## src/include/intermix_pkg.sv

```systemverilog
package intermix_pkg;
   // frame classes carried on the link
   localparam logic [1:0] CLASS_1     = 2'h1;
   localparam logic [1:0] CLASS_2     = 2'h2;
   localparam logic [1:0] CLASS_3     = 2'h3;
   localparam logic [1:0] CLASS_NONE  = 2'h0;
   // word width of the link and default fifo depth
   localparam int         WORD_W      = 32;
   localparam int         FIFO_DEPTH  = 16;
   // class 2/3 frame length in words at which the far end cuts for waiting class 1; bounds its class 1 skew
   localparam int         MAX_FRAME_W = 16;
endpackage

```

## src/include/intermix_if.sv

```systemverilog
`timescale 1ns/1ns
// word link between the node port and the fabric or peer port
interface intermix_if;
   import intermix_pkg::*;
   logic              n2f_valid;    // node to far end word valid
   logic              n2f_ready;    // far end accepts word
   logic [WORD_W-1:0] n2f_data;     // word
   logic [1:0]        n2f_class;    // class of the word's frame
   logic              n2f_last;     // last word of frame
   logic              f2n_valid;    // far end to node word valid
   logic              f2n_ready;    // node accepts word
   logic [WORD_W-1:0] f2n_data;     // word
   logic [1:0]        f2n_class;    // class of the word's frame
   logic              f2n_last;     // last word of frame
   logic              f2n_abort;    // frame ended by abort delimiter
   logic              f_busy;       // one-cycle busy answer to node
   logic              node_cap;     // node intermix capability
   logic              far_cap;      // far end intermix capability
   logic              conn_up;      // dedicated connection active
   modport node (output n2f_valid, n2f_data, n2f_class, n2f_last,
                 f2n_ready, node_cap,
                 input n2f_ready, f2n_valid, f2n_data, f2n_class,
                 f2n_last, f2n_abort, f_busy, far_cap, conn_up);
   modport far (input n2f_valid, n2f_data, n2f_class, n2f_last,
                f2n_ready, node_cap,
                output n2f_ready, f2n_valid, f2n_data, f2n_class,
                f2n_last, f2n_abort, f_busy, far_cap, conn_up);
endinterface

```

## src/hw/node_intermix.sv

```systemverilog
`timescale 1ns/1ns
module node_intermix
   import intermix_pkg::*;
#(
   parameter int W     = WORD_W,
   parameter int DEPTH = FIFO_DEPTH
) (
   // clock and reset
   input  wire logic         clk,
   input  wire logic         sys_rst,
   // link to the far end
   intermix_if.node          lnk,
   // capability advertised at login
   input  wire logic         own_cap,     // own intermix capability
   // class 1 transmit source
   input  wire logic         c1_valid,    // class 1 word to send
   output logic              c1_ready,
   input  wire logic [W-1:0] c1_data,
   input  wire logic         c1_last,
   // class 2/3 transmit source
   input  wire logic         cx_valid,    // class 2/3 word to send
   output logic              cx_ready,
   input  wire logic [W-1:0] cx_data,
   input  wire logic         cx_is3,      // 1: class 3, 0: class 2
   input  wire logic         cx_last,
   // receive side, out of the buffer
   output logic              rx_valid,    // received word
   input  wire logic         rx_ready,
   output logic      [W-1:0] rx_data,
   output logic      [1:0]   rx_class,
   output logic              rx_last,
   output logic              rx_abort,
   // status
   output logic              permit,      // interleave allowed
   output logic              rx_drop,     // pulse: word discarded
   output logic              busy_seen    // pulse: busy answer
);
   // transmit arbiter states
   typedef enum logic [2:0] {
      TX_IDLE = 3'b001,
      TX_C1   = 3'b010,
      TX_CX   = 3'b100
   } tx_state_type;

   // registers
   tx_state_type tx_q;               // arbiter state
   logic         permit_q;           // registered interleave permit
   logic         drop_q;             // dropping rest of frame
   logic         rx_drop_q;          // drop pulse
   logic         busy_q;             // busy pulse
   // decode and buffer wiring
   logic         c1_sel;             // class 1 owns the link
   logic         cx_sel;             // class 2/3 owns the link
   logic         cx_allow;           // class 2/3 may go now
   logic         fin_valid;          // rx fifo fill side
   logic         fin_ready;
   logic [W+4:0] fin_data;
   logic [W+4:0] fout_data;
   logic         rx_bad;             // incoming word must be dropped

   // capability out, status outputs straight from their registers
   assign lnk.node_cap = own_cap;
   assign permit       = permit_q;
   assign rx_drop      = rx_drop_q;
   assign busy_seen    = busy_q;

   // permit follows capabilities, cleared when connection ends
   // registered so a capability change never splits a transmit decision;
   // the cost is one cycle of lag at the start of a connection
   always_ff @(posedge clk or posedge sys_rst) begin
      if (sys_rst) begin
         permit_q <= 1'b0;
      end else begin
         permit_q <= lnk.conn_up && own_cap && lnk.far_cap;
      end
   end

   // class 2/3 allowed outside a connection, or inside when permitted
   // and no class 1 word waits
   assign cx_allow = (!lnk.conn_up || permit_q) && !c1_valid;

   // frame-granular arbiter; frames keep their own class tags
   always_ff @(posedge clk or posedge sys_rst) begin
      if (sys_rst) begin
         tx_q <= TX_IDLE;
      end else begin
         case (tx_q)
            TX_IDLE: begin
               // class 1 always wins the idle slot
               if (c1_valid) begin
                  tx_q <= TX_C1;
               end else if (cx_valid && cx_allow) begin
                  tx_q <= TX_CX;
               end
            end
            TX_C1: begin
               // hold class 1 until its last word is taken
               if (c1_valid && c1_last && lnk.n2f_ready) begin
                  tx_q <= TX_IDLE;
               end
            end
            TX_CX: begin
               // a started frame ends only on its last word, no length cap
               if (cx_valid && cx_last && lnk.n2f_ready) begin
                  tx_q <= TX_IDLE;
               end
            end
            default: begin
               // unused codes fall back to idle
               tx_q <= TX_IDLE;
            end
         endcase
      end
   end

   // the link carries the word of the source that owns it
   assign c1_sel        = (tx_q == TX_C1);
   assign cx_sel        = (tx_q == TX_CX);
   assign lnk.n2f_valid = (c1_sel && c1_valid) || (cx_sel && cx_valid);
   assign lnk.n2f_data  = cx_sel ? cx_data : c1_data;
   assign lnk.n2f_last  = cx_sel ? cx_last : c1_last;
   // each frame carries its own class, nothing extra added
   assign lnk.n2f_class = c1_sel ? CLASS_1 :
                          cx_sel ? (cx_is3 ? CLASS_3 : CLASS_2) :
                          CLASS_NONE;
   // each source sees only its own ready, no shared accounting
   assign c1_ready      = c1_sel && lnk.n2f_ready;
   assign cx_ready      = cx_sel && lnk.n2f_ready;

   // class 2/3 during a connection without both capabilities is
   // discarded; the capabilities are read directly, not through the
   // registered permit, so a frame that the far end starts in the
   // first cycle of a connection is judged like every later one
   assign rx_bad = lnk.conn_up && !(own_cap && lnk.far_cap) &&
                   (lnk.f2n_class != CLASS_1);

   // drop state covers the whole frame once its first word is bad
   // a frame ends on its last word or on an abort
   always_ff @(posedge clk or posedge sys_rst) begin
      if (sys_rst) begin
         drop_q    <= 1'b0;
         rx_drop_q <= 1'b0;
      end else begin
         rx_drop_q <= 1'b0;
         if (lnk.f2n_valid && (rx_bad || drop_q)) begin
            rx_drop_q <= 1'b1;
            drop_q    <= !lnk.f2n_last && !lnk.f2n_abort;
         end
      end
   end

   // busy answers are reported as one-cycle pulses
   // the far end already makes a pulse; this only retimes it
   always_ff @(posedge clk or posedge sys_rst) begin
      if (sys_rst) begin
         busy_q <= 1'b0;
      end else begin
         busy_q <= lnk.f_busy;
      end
   end

   // received words of any class share one buffer
   // dropped words are still accepted so the far end never stalls
   assign fin_valid     = lnk.f2n_valid && !rx_bad && !drop_q;
   // pack abort, last, class, a spare bit and the data
   assign fin_data      = {lnk.f2n_abort, lnk.f2n_last, lnk.f2n_class,
                           1'b0, lnk.f2n_data};
   assign lnk.f2n_ready = fin_ready || rx_bad || drop_q;

   // one buffer for all classes keeps the arrival order
   word_fifo #(
      .WIDTH (W+5),
      .DEPTH (DEPTH)
   ) u_rx_fifo (
      .clk       (clk),
      .sys_rst   (sys_rst),
      .in_valid  (fin_valid),
      .in_ready  (fin_ready),
      .in_data   (fin_data),
      .out_valid (rx_valid),
      .out_ready (rx_ready),
      .out_data  (fout_data)
   );

   // unpack the stored word
   assign rx_data  = fout_data[W-1:0];
   assign rx_class = fout_data[W+2:W+1];
   assign rx_last  = fout_data[W+3];
   assign rx_abort = fout_data[W+4];
endmodule

```

## src/hw/word_fifo.sv

```systemverilog
`timescale 1ns/1ns
// synchronous fifo with valid/ready on both sides
module word_fifo #(
   parameter int WIDTH = 32,
   parameter int DEPTH = 16
) (
   input  wire logic             clk,
   input  wire logic             sys_rst,
   input  wire logic             in_valid,
   output logic                  in_ready,
   input  wire logic [WIDTH-1:0] in_data,
   output logic                  out_valid,
   input  wire logic             out_ready,
   output logic      [WIDTH-1:0] out_data
);
   localparam int AW = $clog2(DEPTH);
   logic [WIDTH-1:0] mem_q [DEPTH];  // storage
   logic [AW-1:0]    wr_q;           // write pointer
   logic [AW-1:0]    rd_q;           // read pointer
   logic [AW:0]      cnt_q;          // words held
   logic             push;
   logic             pop;

   assign in_ready  = (cnt_q != (AW+1)'(DEPTH));
   assign out_valid = (cnt_q != '0);
   assign out_data  = mem_q[rd_q];
   assign push      = in_valid && in_ready;
   assign pop       = out_valid && out_ready;

   // storage write, no reset needed on data
   always_ff @(posedge clk) begin
      if (push) begin
         mem_q[wr_q] <= in_data;
      end
   end

   // pointers and fill count
   always_ff @(posedge clk or posedge sys_rst) begin
      if (sys_rst) begin
         wr_q  <= '0;
         rd_q  <= '0;
         cnt_q <= '0;
      end else begin
         if (push) begin
            wr_q <= (wr_q == AW'(DEPTH-1)) ? '0 : wr_q + 1'b1;
         end
         if (pop) begin
            rd_q <= (rd_q == AW'(DEPTH-1)) ? '0 : rd_q + 1'b1;
         end
         cnt_q <= cnt_q + (AW+1)'(push) - (AW+1)'(pop);
      end
   end
endmodule

```

## src/flat_wrapper.sv

```systemverilog
// flat-port wrapper written by rule: the top's interface ports become plain ports
module node_intermix_flat import intermix_pkg::*;
#(
   parameter int W     = WORD_W,
   parameter int DEPTH = FIFO_DEPTH
)
  (clk, sys_rst, own_cap, c1_valid, c1_ready, c1_data, c1_last, cx_valid, cx_ready, cx_data, cx_is3, cx_last, rx_valid, rx_ready, rx_data, rx_class, rx_last, rx_abort, permit, rx_drop, busy_seen, lnk_n2f_valid, lnk_n2f_data, lnk_n2f_class, lnk_n2f_last, lnk_f2n_ready, lnk_node_cap, lnk_n2f_ready, lnk_f2n_valid, lnk_f2n_data, lnk_f2n_class, lnk_f2n_last, lnk_f2n_abort, lnk_f_busy, lnk_far_cap, lnk_conn_up);
  intermix_if lnk_i ();
  input  wire logic clk;
  input  wire logic sys_rst;
  input  wire logic own_cap;
  input  wire logic c1_valid;
  output logic c1_ready;
  input  wire logic [W-1:0] c1_data;
  input  wire logic c1_last;
  input  wire logic cx_valid;
  output logic cx_ready;
  input  wire logic [W-1:0] cx_data;
  input  wire logic cx_is3;
  input  wire logic cx_last;
  output logic rx_valid;
  input  wire logic rx_ready;
  output logic      [W-1:0] rx_data;
  output logic      [1:0] rx_class;
  output logic rx_last;
  output logic rx_abort;
  output logic permit;
  output logic rx_drop;
  output logic busy_seen;
  output wire logic [$bits(lnk_i.n2f_valid)-1:0] lnk_n2f_valid;
  output wire logic [$bits(lnk_i.n2f_data)-1:0] lnk_n2f_data;
  output wire logic [$bits(lnk_i.n2f_class)-1:0] lnk_n2f_class;
  output wire logic [$bits(lnk_i.n2f_last)-1:0] lnk_n2f_last;
  output wire logic [$bits(lnk_i.f2n_ready)-1:0] lnk_f2n_ready;
  output wire logic [$bits(lnk_i.node_cap)-1:0] lnk_node_cap;
  input wire logic [$bits(lnk_i.n2f_ready)-1:0] lnk_n2f_ready;
  input wire logic [$bits(lnk_i.f2n_valid)-1:0] lnk_f2n_valid;
  input wire logic [$bits(lnk_i.f2n_data)-1:0] lnk_f2n_data;
  input wire logic [$bits(lnk_i.f2n_class)-1:0] lnk_f2n_class;
  input wire logic [$bits(lnk_i.f2n_last)-1:0] lnk_f2n_last;
  input wire logic [$bits(lnk_i.f2n_abort)-1:0] lnk_f2n_abort;
  input wire logic [$bits(lnk_i.f_busy)-1:0] lnk_f_busy;
  input wire logic [$bits(lnk_i.far_cap)-1:0] lnk_far_cap;
  input wire logic [$bits(lnk_i.conn_up)-1:0] lnk_conn_up;
  assign lnk_n2f_valid = lnk_i.n2f_valid;
  assign lnk_n2f_data = lnk_i.n2f_data;
  assign lnk_n2f_class = lnk_i.n2f_class;
  assign lnk_n2f_last = lnk_i.n2f_last;
  assign lnk_f2n_ready = lnk_i.f2n_ready;
  assign lnk_node_cap = lnk_i.node_cap;
  assign lnk_i.n2f_ready = lnk_n2f_ready;
  assign lnk_i.f2n_valid = lnk_f2n_valid;
  assign lnk_i.f2n_data = lnk_f2n_data;
  assign lnk_i.f2n_class = lnk_f2n_class;
  assign lnk_i.f2n_last = lnk_f2n_last;
  assign lnk_i.f2n_abort = lnk_f2n_abort;
  assign lnk_i.f_busy = lnk_f_busy;
  assign lnk_i.far_cap = lnk_far_cap;
  assign lnk_i.conn_up = lnk_conn_up;
  node_intermix #(.W(W), .DEPTH(DEPTH)) u_core (.clk(clk), .sys_rst(sys_rst), .lnk(lnk_i), .own_cap(own_cap), .c1_valid(c1_valid), .c1_ready(c1_ready), .c1_data(c1_data), .c1_last(c1_last), .cx_valid(cx_valid), .cx_ready(cx_ready), .cx_data(cx_data), .cx_is3(cx_is3), .cx_last(cx_last), .rx_valid(rx_valid), .rx_ready(rx_ready), .rx_data(rx_data), .rx_class(rx_class), .rx_last(rx_last), .rx_abort(rx_abort), .permit(permit), .rx_drop(rx_drop), .busy_seen(busy_seen));
endmodule
```

## config.mk

```make
export PLATFORM = sky130hd
export DESIGN_NAME = node_intermix_flat
export DESIGN_NICKNAME = d
export VERILOG_FILES = /design/src/include/intermix_pkg.sv /design/src/include/intermix_if.sv /design/src/hw/node_intermix.sv /design/src/hw/word_fifo.sv /design/src/flat_wrapper.sv
export SDC_FILE = /design/constraint.sdc
export NUM_CORES = 1
export LEC_CHECK = 0
export BUFFER_PORTS_ARGS = -buffer_cell sky130_fd_sc_hd__buf_2
export CORE_MARGIN = 10
export CORE_UTILIZATION = 40
export DETAILED_ROUTE_END_ITERATION = 8
export PLACE_DENSITY_LB_ADDON = 0.1
export SLEW_MARGIN = 15
export SYNTH_ARGS = -nofsm -noshare
export SYNTH_HDL_FRONTEND = slang
export SYNTH_SLANG_ARGS = --single-unit
```

## constraint.sdc

```tcl
create_clock -name clk -period 15.1 [get_ports clk]
set_clock_uncertainty 0.2 [all_clocks]
set_input_delay 2.265 -clock clk [delete_from_list [all_inputs] [get_ports clk]]
set_output_delay 2.265 -clock clk [all_outputs]
set_load 0.01 [all_outputs]
```

# Yosys cells after proc, flatten, opt, wreduce, memory -nomap -nowiden
# Memories as Yosys holds them, arrays and structs flattened.
# Index checks and enable logic that the tools add are counted.
dict set report op_classes {
  multipliers 0
  n_addsub 4
  n_shift 0
  n_reduce_logical 35
  mux 15
  bitwise_logic 0
  eq_ne 10
  order_cmp 0
  n_div 0
}
# cell n
set ops {}
lappend ops {{32-bit two-way mux} 1}
lappend ops {{1-bit logical AND} 21}
lappend ops {{3-bit two-way mux} 4}
lappend ops {{3-bit one-hot mux with 3 select lines} 1}
lappend ops {{4-bit by 1-bit adder with 4-bit output (second input constant)} 2}
lappend ops {{4-bit == test (second input constant)} 2}
lappend ops {{4-bit two-way mux} 2}
lappend ops {{1-bit logical NOT} 7}
lappend ops {{5-bit by 1-bit adder with 5-bit output} 1}
lappend ops {{1-bit logical OR} 5}
lappend ops {{1-bit two-way mux} 5}
lappend ops {{5-bit != test (second input constant)} 1}
lappend ops {{5-bit nonzero test} 1}
lappend ops {{5-bit by 1-bit subtractor with 5-bit output} 1}
lappend ops {{2-bit two-way mux} 2}
lappend ops {{2-bit != test (second input constant)} 2}
lappend ops {{3-bit by 1-bit == test with 1-bit output (second input constant)} 1}
lappend ops {{3-bit by 2-bit == test with 1-bit output (second input constant)} 1}
lappend ops {{3-bit == test (second input constant)} 1}
lappend ops {{3-bit by 2-bit != test with 1-bit output (second input constant)} 1}
lappend ops {{3-bit AND reduction} 1}
lappend ops {{2-bit by 1-bit != test with 1-bit output (second input constant)} 1}
dict set report word_totals {
  output_inout_bits 80
  elab_cells 73
  mem_bits_ro 0
  ramBits 576
  input_bits 114
  reg_bits 20
  latch_bits 0
  mem_count 1
}
# name words width read_ports rd_clocked_by_memory_dff wr line
set mem_list {}
lappend mem_list {u_core.u_rx_fifo.mem_q 16 36 1 0 1 word_fifo.sv:17} ;# logic [WIDTH-1:0] mem_q [DEPTH];

# Depth between registers and ports, before layout
# Gate-level depths: netlist of the first run.
dict set report depth {
  word_depth 10
  depth_mapped 14
  depth_no_buf 14
}

# Cells and area by module
# From an unflattened synthesis of the first run, not the netlist that was laid out.
dict set report hier_totals {
  hier_cells 1244
  hier_area_um2 24488.5
}
# mod n_inst area_per_inst_um2 seq_area_each_um2 cells_each
set by_module_without_submodules {}
lappend by_module_without_submodules {word_fifo 1 23536.3 18102.4 1163}
lappend by_module_without_submodules {node_intermix 1 952.2 176.4 81}

# Worst setup path before layout of the first run
# OpenSTA, ideal clock, no wires.
dict set report synth_path {
  path_kind {in2reg}
  from {input lnk_conn_up}
  to {memory u_core.u_rx_fifo.mem_q[3][0] (netlist bit), enable pin}
  path_buffers 1
  t_arrival_ns 6.203
  path_stages 4
  t_required_ns 14.381
  setup_slack_ns 8.178
  setup_time_ns 0.519
  path_cell_list {a21bo_1 -> o2111ai_1 -> buf_2 -> nor4_1}
}
dict set report synth_between {
  elab_chain_cells 8
}
# element line
set synth_lines {}
lappend synth_lines {{start: declaration} flat_wrapper.sv:44} ;# input wire logic [$bits(lnk_i.conn_up)-1:0] lnk_conn_up;
lappend synth_lines {{1-bit logical AND (2 in series)} node_intermix.sv:134} ;# assign rx_bad = lnk.conn_up && !(own_cap && lnk.far_cap) &&
lappend synth_lines {{1-bit logical NOT} node_intermix.sv:164} ;# assign fin_valid = lnk.f2n_valid && !rx_bad && !drop_q;
lappend synth_lines {{1-bit logical AND (2 in series)} node_intermix.sv:164}
lappend synth_lines {{1-bit logical AND} word_fifo.sv:27} ;# assign push = in_valid && in_ready;
lappend synth_lines {{1-bit two-way mux} word_fifo.sv:32} ;# if (push) begin
lappend synth_lines {{1-bit two-way mux (not written as such)} word_fifo.sv:33} ;# mem_q[wr_q] <= in_data;
lappend synth_lines {{end: declaration} word_fifo.sv:17}
# No other way between the ends.

# Final worst setup path of the first run
dict set report layout_path {
  from {register u_core.u_rx_fifo.rd_q[0]}
  to {output rx_data[20]}
}
dict set report layout_between {
  elab_chain_cells 1
}
# element line
set layout_lines {}
lappend layout_lines {{start: declaration} word_fifo.sv:19} ;# logic [AW-1:0] rd_q;
lappend layout_lines {{start signal: assignment} word_fifo.sv:48} ;# rd_q <= (rd_q == AW'(DEPTH-1)) ? '0 : rd_q + 1'b1;
lappend layout_lines {{memory 16 x 36 bit} --}
lappend layout_lines {{end: declaration} flat_wrapper.sv:23} ;# output logic [W-1:0] rx_data;
# No other way between the ends.

==> results.cfg, run 1 <==
[outcome]
status = finished, final reports clean

[floorplanning]
rows = 89
fp.dieW_um = 263
initial_utilization = 0.402
coreArea_um2 = 58800
die_h_um = 263
io_pins = 194
dieArea_um2 = 69200

[route]
routed-via-count = 12064
avgRoutedWirePerCell_um = 25.7
first_pass_iters = 5
viasPerCell = 5.38
ant_nets = 0
drtIter0Drc = 896
routed_wl_mm = 57.6
route.detailed.drc = 0

[synth]
syn_nets = 1332
ys_warn_count = 0
ys_ff_latch = 596
synthTopCellsByArea = edfxtp_1 73%, mux4_2 6.9%, mux2i_1 6.1%, a221oi_1 2.7%, dfrtp_1 2.0%
synth_common_cells = 576 x edfxtp_1, 144 x mux2i_1, 72 x a221oi_1, 72 x mux4_2, 44 x o21ai_0
synth_edf_count = 576
syn_inst = 1206
async_flop_share = 0.0336
avgSynthCellArea_um2 = 19.6
synth_top_area_share = 0.732
synth.largest_area_cell = edfxtp_1
synth_cell_types = 48
syn_area_um2 = 23600
yosysMostFrequentCell = edfxtp_1
seq_area_frac_synth = 0.753
ys.flop_type = edfxtp_1

[setup_path]
worstPathBufferInverterCount = 3
crit_fanout = 55
critPathArrivalTime_ns = 4.20
worstSetupStartpointType = flip-flop
ff2ff_path_depth = 8
crit_chain = buf_4 > buf_4 > mux4_2 > a22oi_1 > nand2_1 > buf_2
cp.depth = 6
max_stage_delay_ns = 0.93
cp_slowest_cell = buf_4
endpoint_kind = output port
critPathKind = flip-flop to output port
cp.required_ns = 12.64
crit_top_cell = buf_4
crit_family = buffers and inverters

[power]
finalPower_mw = 4.87
ir_worst_vdd_mv = 0.108
p_leak_nw = 9.35
power.density_nw_per_um2 = 178

[sta]
fin_ws_ns = 8.43
hold_slack_ns = 0.323
finalSetupViolCount = 0
tns_ns = 0
tightest_slew_ns = 1.05
hold_viol = 0
fin_crit_ns = 6.67
fin_crit_sh = 0.442
rsz0062_at_grt = no
fmax_ghz = 0.150
slew_viol_final = 0
slew-limit-headroom = 0.303

[finish]
finalInstanceArea_um2 = 27300
drive_gt1_frac = 0.273
area_growth_pct = 15.7
instances_no_fill = 2244
fin_util = 0.465
nets = 1553
diodes = 0

[clock_tree]
cts_tree = built
htreeDepth = 3
hold_buffers = 0
cts-root-buf = clkbuf_16
clkLatencyLatePin_ns = 0.58
cts_sinks = 596
post-cts-setup-buffers = 0
clk_pin_slew_ns = 0.06
cts_resized = 0
numCtsBuffers = 66
clock_path_buffers = 3

[placement]
placed_cells = 2132
dp_slack_ns = 8.92
post-dp-hpwl_mm = 30.1
io_buffer_count = 193
routabilityCongestion = 0.725
place_area_um2 = 25400

[global_routing]
antenna_found_initial = 4
grt.met2_usage = 0.272
top_usage_layer = met2
grt_util_all_layers = 0.164
grt_pass1_vias = 12672
gr-usage-met1 = 0.218
grt_pass1_wl_mm = 85.3
use_met3 = 0.0278
grt_max_degree = 56
gr-total-overflow = 0

[worst_hold_path]
worstHoldPathType = flip-flop to flip-flop
hold_depth = 1

[run]
max-cap-violations = 0
==> area by class of cell <==
type                            count  area, um^2
Clock buffer                       92        1780
Clock inverter                     20         150
Fill cell                        5030       31500
Inverter                           15        56.3
Multi-Input combinational cell    528        5400
Sequential cell                   596       17800
Tap cell                          773         967
Timing Repair Buffer              220        1170
==> layout by cell type, fill, tap and decap left out, types with 2 or more instances in the layout <==
cell / count
mux2_2: 6
clkinv_2: 3
clkbuf_16: 67
and2_2: 14
ha_1: 11
buf_2: 193
clkbuf_1: 24
mux4_2: 72
inv_1: 13
bufinv_16: 2
dfrtp_4: 2
mux2_1: 29
nor3b_1: 2
o21ai_0: 44
nand2_1: 42
a22oi_1: 38
clkinv_1: 11
buf_4: 27
xnor2_1: 3
dfrtp_1: 15
inv_6: 3
a21oi_1: 6
xor2_1: 3
mux2i_1: 144
dfrtp_2: 2
and2_1: 2
edfxtp_1: 576
a21o_1: 2
nor2b_1: 3
nand3b_1: 2
nand3_1: 4
nor2_1: 7
a221oi_1: 72
inv_2: 2
==> per-layer routing <==
layer,part of all wire,up-vias,wire length [um]
li1,-,5424,-
met1,0.44,6297,25300
met2,0.50,259,28900
met3,0.040,78,2320
met4,0.018,6,1030
met5,0.00069,-,40
==> kinds of logic after synthesis <==
group                    share of synthesized area
XOR/XNOR                                   0.00222
AO/OA/AOI/OAI                               0.0525
adder cells (fa/ha/maj)                    0.00667
buffers and inverters                       0.0197
multiplexers                                 0.146
AND/OR/NAND/NOR                             0.0191
flip-flops                                   0.753
==> registers in the layout (all words and copies together) (netlist names) <==
signal	count
u_core.busy_seen	1
u_core.drop_q	1
u_core.permit	1
u_core.rx_drop	1
u_core.tx_q	3
u_core.u_rx_fifo.cnt_q	5
u_core.u_rx_fifo.mem_q	576
u_core.u_rx_fifo.rd_q	4
u_core.u_rx_fifo.wr_q	4
==> power by group <==
part / switching (mW) / internal (mW) / total [mW] / leakage (nW)
logic: 0.832 / 0.563 / 1.40 / 2.99
clock network: 0.608 / 0.854 / 1.46 / 0.932
registers: 0.0741 / 1.94 / 2.01 / 5.43
total: 1.51 / 3.36 / 4.87 / 9.35
==> final timing paths <==
| path | from | slack (ns) | endpoint |
|---|---|---|---|
| setup / recovery | u_core.u_rx_fifo.rd_q[0] | 8.43 | rx_data[20] |
| hold / removal | u_core.tx_q[2] | 0.32 | u_core.tx_q[1] |
| setup reg to reg | u_core.u_rx_fifo.cnt_q[3] | 11.97 | u_core.u_rx_fifo.mem_q[0][14] |
| hold reg to reg | u_core.tx_q[2] | 0.32 | u_core.tx_q[1] |
| max in group asynchronous | sys_rst | 12.48 | u_core.u_rx_fifo.rd_q[1] |
| min in group asynchronous | sys_rst | 1.63 | u_core.busy_seen |
==> worst register-to-register path, delay by kind of cell (launching register included) <==
kind                       cells  cell delay [ns]
and+or+nand+nor                3             1.04
buffers and inverters          3             0.84
DFF                            1             0.35
adders and majority gates      1             0.19
AOI/OAI and AO/OA              1             0.13
Note: power is estimated with default switching activity, not from simulation.
==> run 2: changes to the inputs <==
==> constraint.sdc (replaced) <==
create_clock -name clk -period 6.8 [get_ports clk]
set_clock_uncertainty 0.2 [all_clocks]
set_input_delay 1.02 -clock clk [delete_from_list [all_inputs] [get_ports clk]]
set_output_delay 1.02 -clock clk [all_outputs]
set_load 0.01 [all_outputs]
==> results.cfg, run 2 (synthesis results as in run 1) <==
[setup_path]
ff2ff_path_depth = 8
crit_fanout = 40
endpoint_kind = output port
rr_startpoint = u_core.u_rx_fifo.cnt_q[3]
timing.rr.end = u_core.u_rx_fifo.mem_q[6][7]
critPathKind = flip-flop to output port
cp_slowest_cell = dfrtp_4
r2r_slack_ns = 3.65
max_stage_delay_ns = 0.96
critPathArrivalTime_ns = 3.38
worstSetupStartpointType = flip-flop
crit_chain = buf_4 > mux2i_1 > a221oi_1 > o21ai_0 > nand2_1 > buf_2
cp.required_ns = 5.58

[sta]
tns_ns = 0
rsz0062_at_grt = no
slew_viol_final = 0
fin_crit_sh = 0.677
finalSetupViolCount = 0
slew-limit-headroom = 0.209
fin_crit_ns = 4.60
fmax_ghz = 0.217
hold_viol = 0
tightest_slew_ns = 1.19

[clock_tree]
clkLatencyLatePin_ns = 0.61
cts_resized = 0
cts-root-buf = clkbuf_16
hold_buffers = 0
post-cts-setup-buffers = 0
clock_path_buffers = 3
clk_pin_slew_ns = 0.06
numCtsBuffers = 61
cts_sinks = 596
htreeDepth = 2
cts_tree = built

[power]
ir_worst_vdd_mv = 0.228
power.density_nw_per_um2 = 395
p_leak_nw = 9.38

[placement]
routabilityCongestion = 0.748
post-dp-hpwl_mm = 32.2
placed_cells = 2134
io_buffer_count = 193

[finish]
largest_reg_flops = 576
mostFrequentLayoutCell = edfxtp_1
largest_register = u_core.u_rx_fifo.mem_q
seqCellArea_um2 = 17800
multi_input_area_um2 = 5400
drive_gt1_frac = 0.276
fillers = 5049
top_regs = u_core.u_rx_fifo.mem_q x576, u_core.u_rx_fifo.cnt_q x5
area_growth_pct = 15.8
layout_common_cells = 576 x edfxtp_1, 193 x buf_2, 144 x mux2i_1
diodes = 0
nets = 1550
instances_no_fill = 2246

[floorplanning]
io_pins = 194
rows = 89
die_h_um = 263
initial_utilization = 0.402
fp.dieW_um = 263
coreArea_um2 = 58800
dieArea_um2 = 69200

[route]
route.detailed.drc = 0
first_pass_iters = 5
routed-via-count = 12075
ant_nets = 0
routed_wl_mm = 58.3
drtIter0Drc = 843
viasPerCell = 5.38
avgRoutedWirePerCell_um = 25.9

[run]
max-cap-violations = 0

[global_routing]
grt_max_degree = 75
grt_pass1_wl_mm = 86.5
grt_pass1_vias = 12799
antenna_found_initial = 2
gr-total-overflow = 0
grt_util_all_layers = 0.165

[outcome]
status = finished, final reports clean

[worst_hold_path]
worstHoldStart = lnk_f_busy
worstHoldEndpoint = u_core.busy_seen
hold_depth = 1
worstHoldPathType = primary input to flip-flop
[run 2: cell count changes in the layout (fill, tap and decap cells not counted), moves of 3 or more]
cell	previous run	this run
clkbuf_16	67	62
clkinv_1	11	15
inv_6	3	0
clkinv_2	3	9
clkbuf_1	24	17
bufinv_16	2	5
[run 2: where the power goes]
part           switching, mW  total, mW  internal [mW]
Sequential             0.215       4.52           4.30
Clock                   1.35       3.23           1.87
Combinational           1.81       3.07           1.26
[run 2: critical path: cells and delay by family (launching register included)]
family                 cells  cell delay (ns)
and+or+nand+nor            1             0.15
buffers and inverters      2             0.78
DFF                        1             0.96
AOI/OAI and AO/OA          2             0.68
muxes                      1             0.16
[run 2: metal layers]
metal,global-route usage,share of wire,vias to the layer above
met3,0.0230,0.037,79
li1,-,-,5423
met1,0.219,0.44,6322
met5,0,0.00039,-
met4,0.0454,0.019,4
met2,0.281,0.51,247
[run 2: worst max-delay path by stage]
stage / from / to / slack (ns) / cells past startpoint
3_5_place_dp: u_core.u_rx_fifo.rd_q[2] / rx_class[0] / 2.77 / 6
2_1_floorplan: lnk_conn_up / u_core.u_rx_fifo.mem_q[3][0] / 1.12 / 4
4_1_cts: u_core.u_rx_fifo.rd_q[2] / rx_class[0] / 2.10 / 6
5_1_grt: u_core.u_rx_fifo.rd_q[0] / rx_data[20] / 2.01 / 6
6_report: u_core.u_rx_fifo.rd_q[0] / rx_data[20] / 2.20 / 6
3_3_place_gp: u_core.u_rx_fifo.rd_q[0] / rx_data[20] / 2.75 / 6
[run 2: stage by stage]
step                hold slack [ns]  power (mW)  setup slack [ns]  utilization  area (um^2)
floorplan                     0.273        6.64              1.12            -        23600
global placement              0.307        7.75              2.75        0.433        25400
detailed placement            0.315        7.76              2.77        0.433        25400
CTS                           0.280        11.0              2.10        0.465        27400
global route                  0.290        11.4              2.01        0.465        27400
finish                        0.313        10.8              2.20        0.465        27400
[run 2: cell type report]
type                    count  area share
clock buffers              81      0.0600
multi-input cells         528       0.197
repair buffers            222      0.0442
clock inverters            31      0.0101
flip-flops and latches    596       0.651
well taps                 773      0.0353
inverters                  15     0.00206
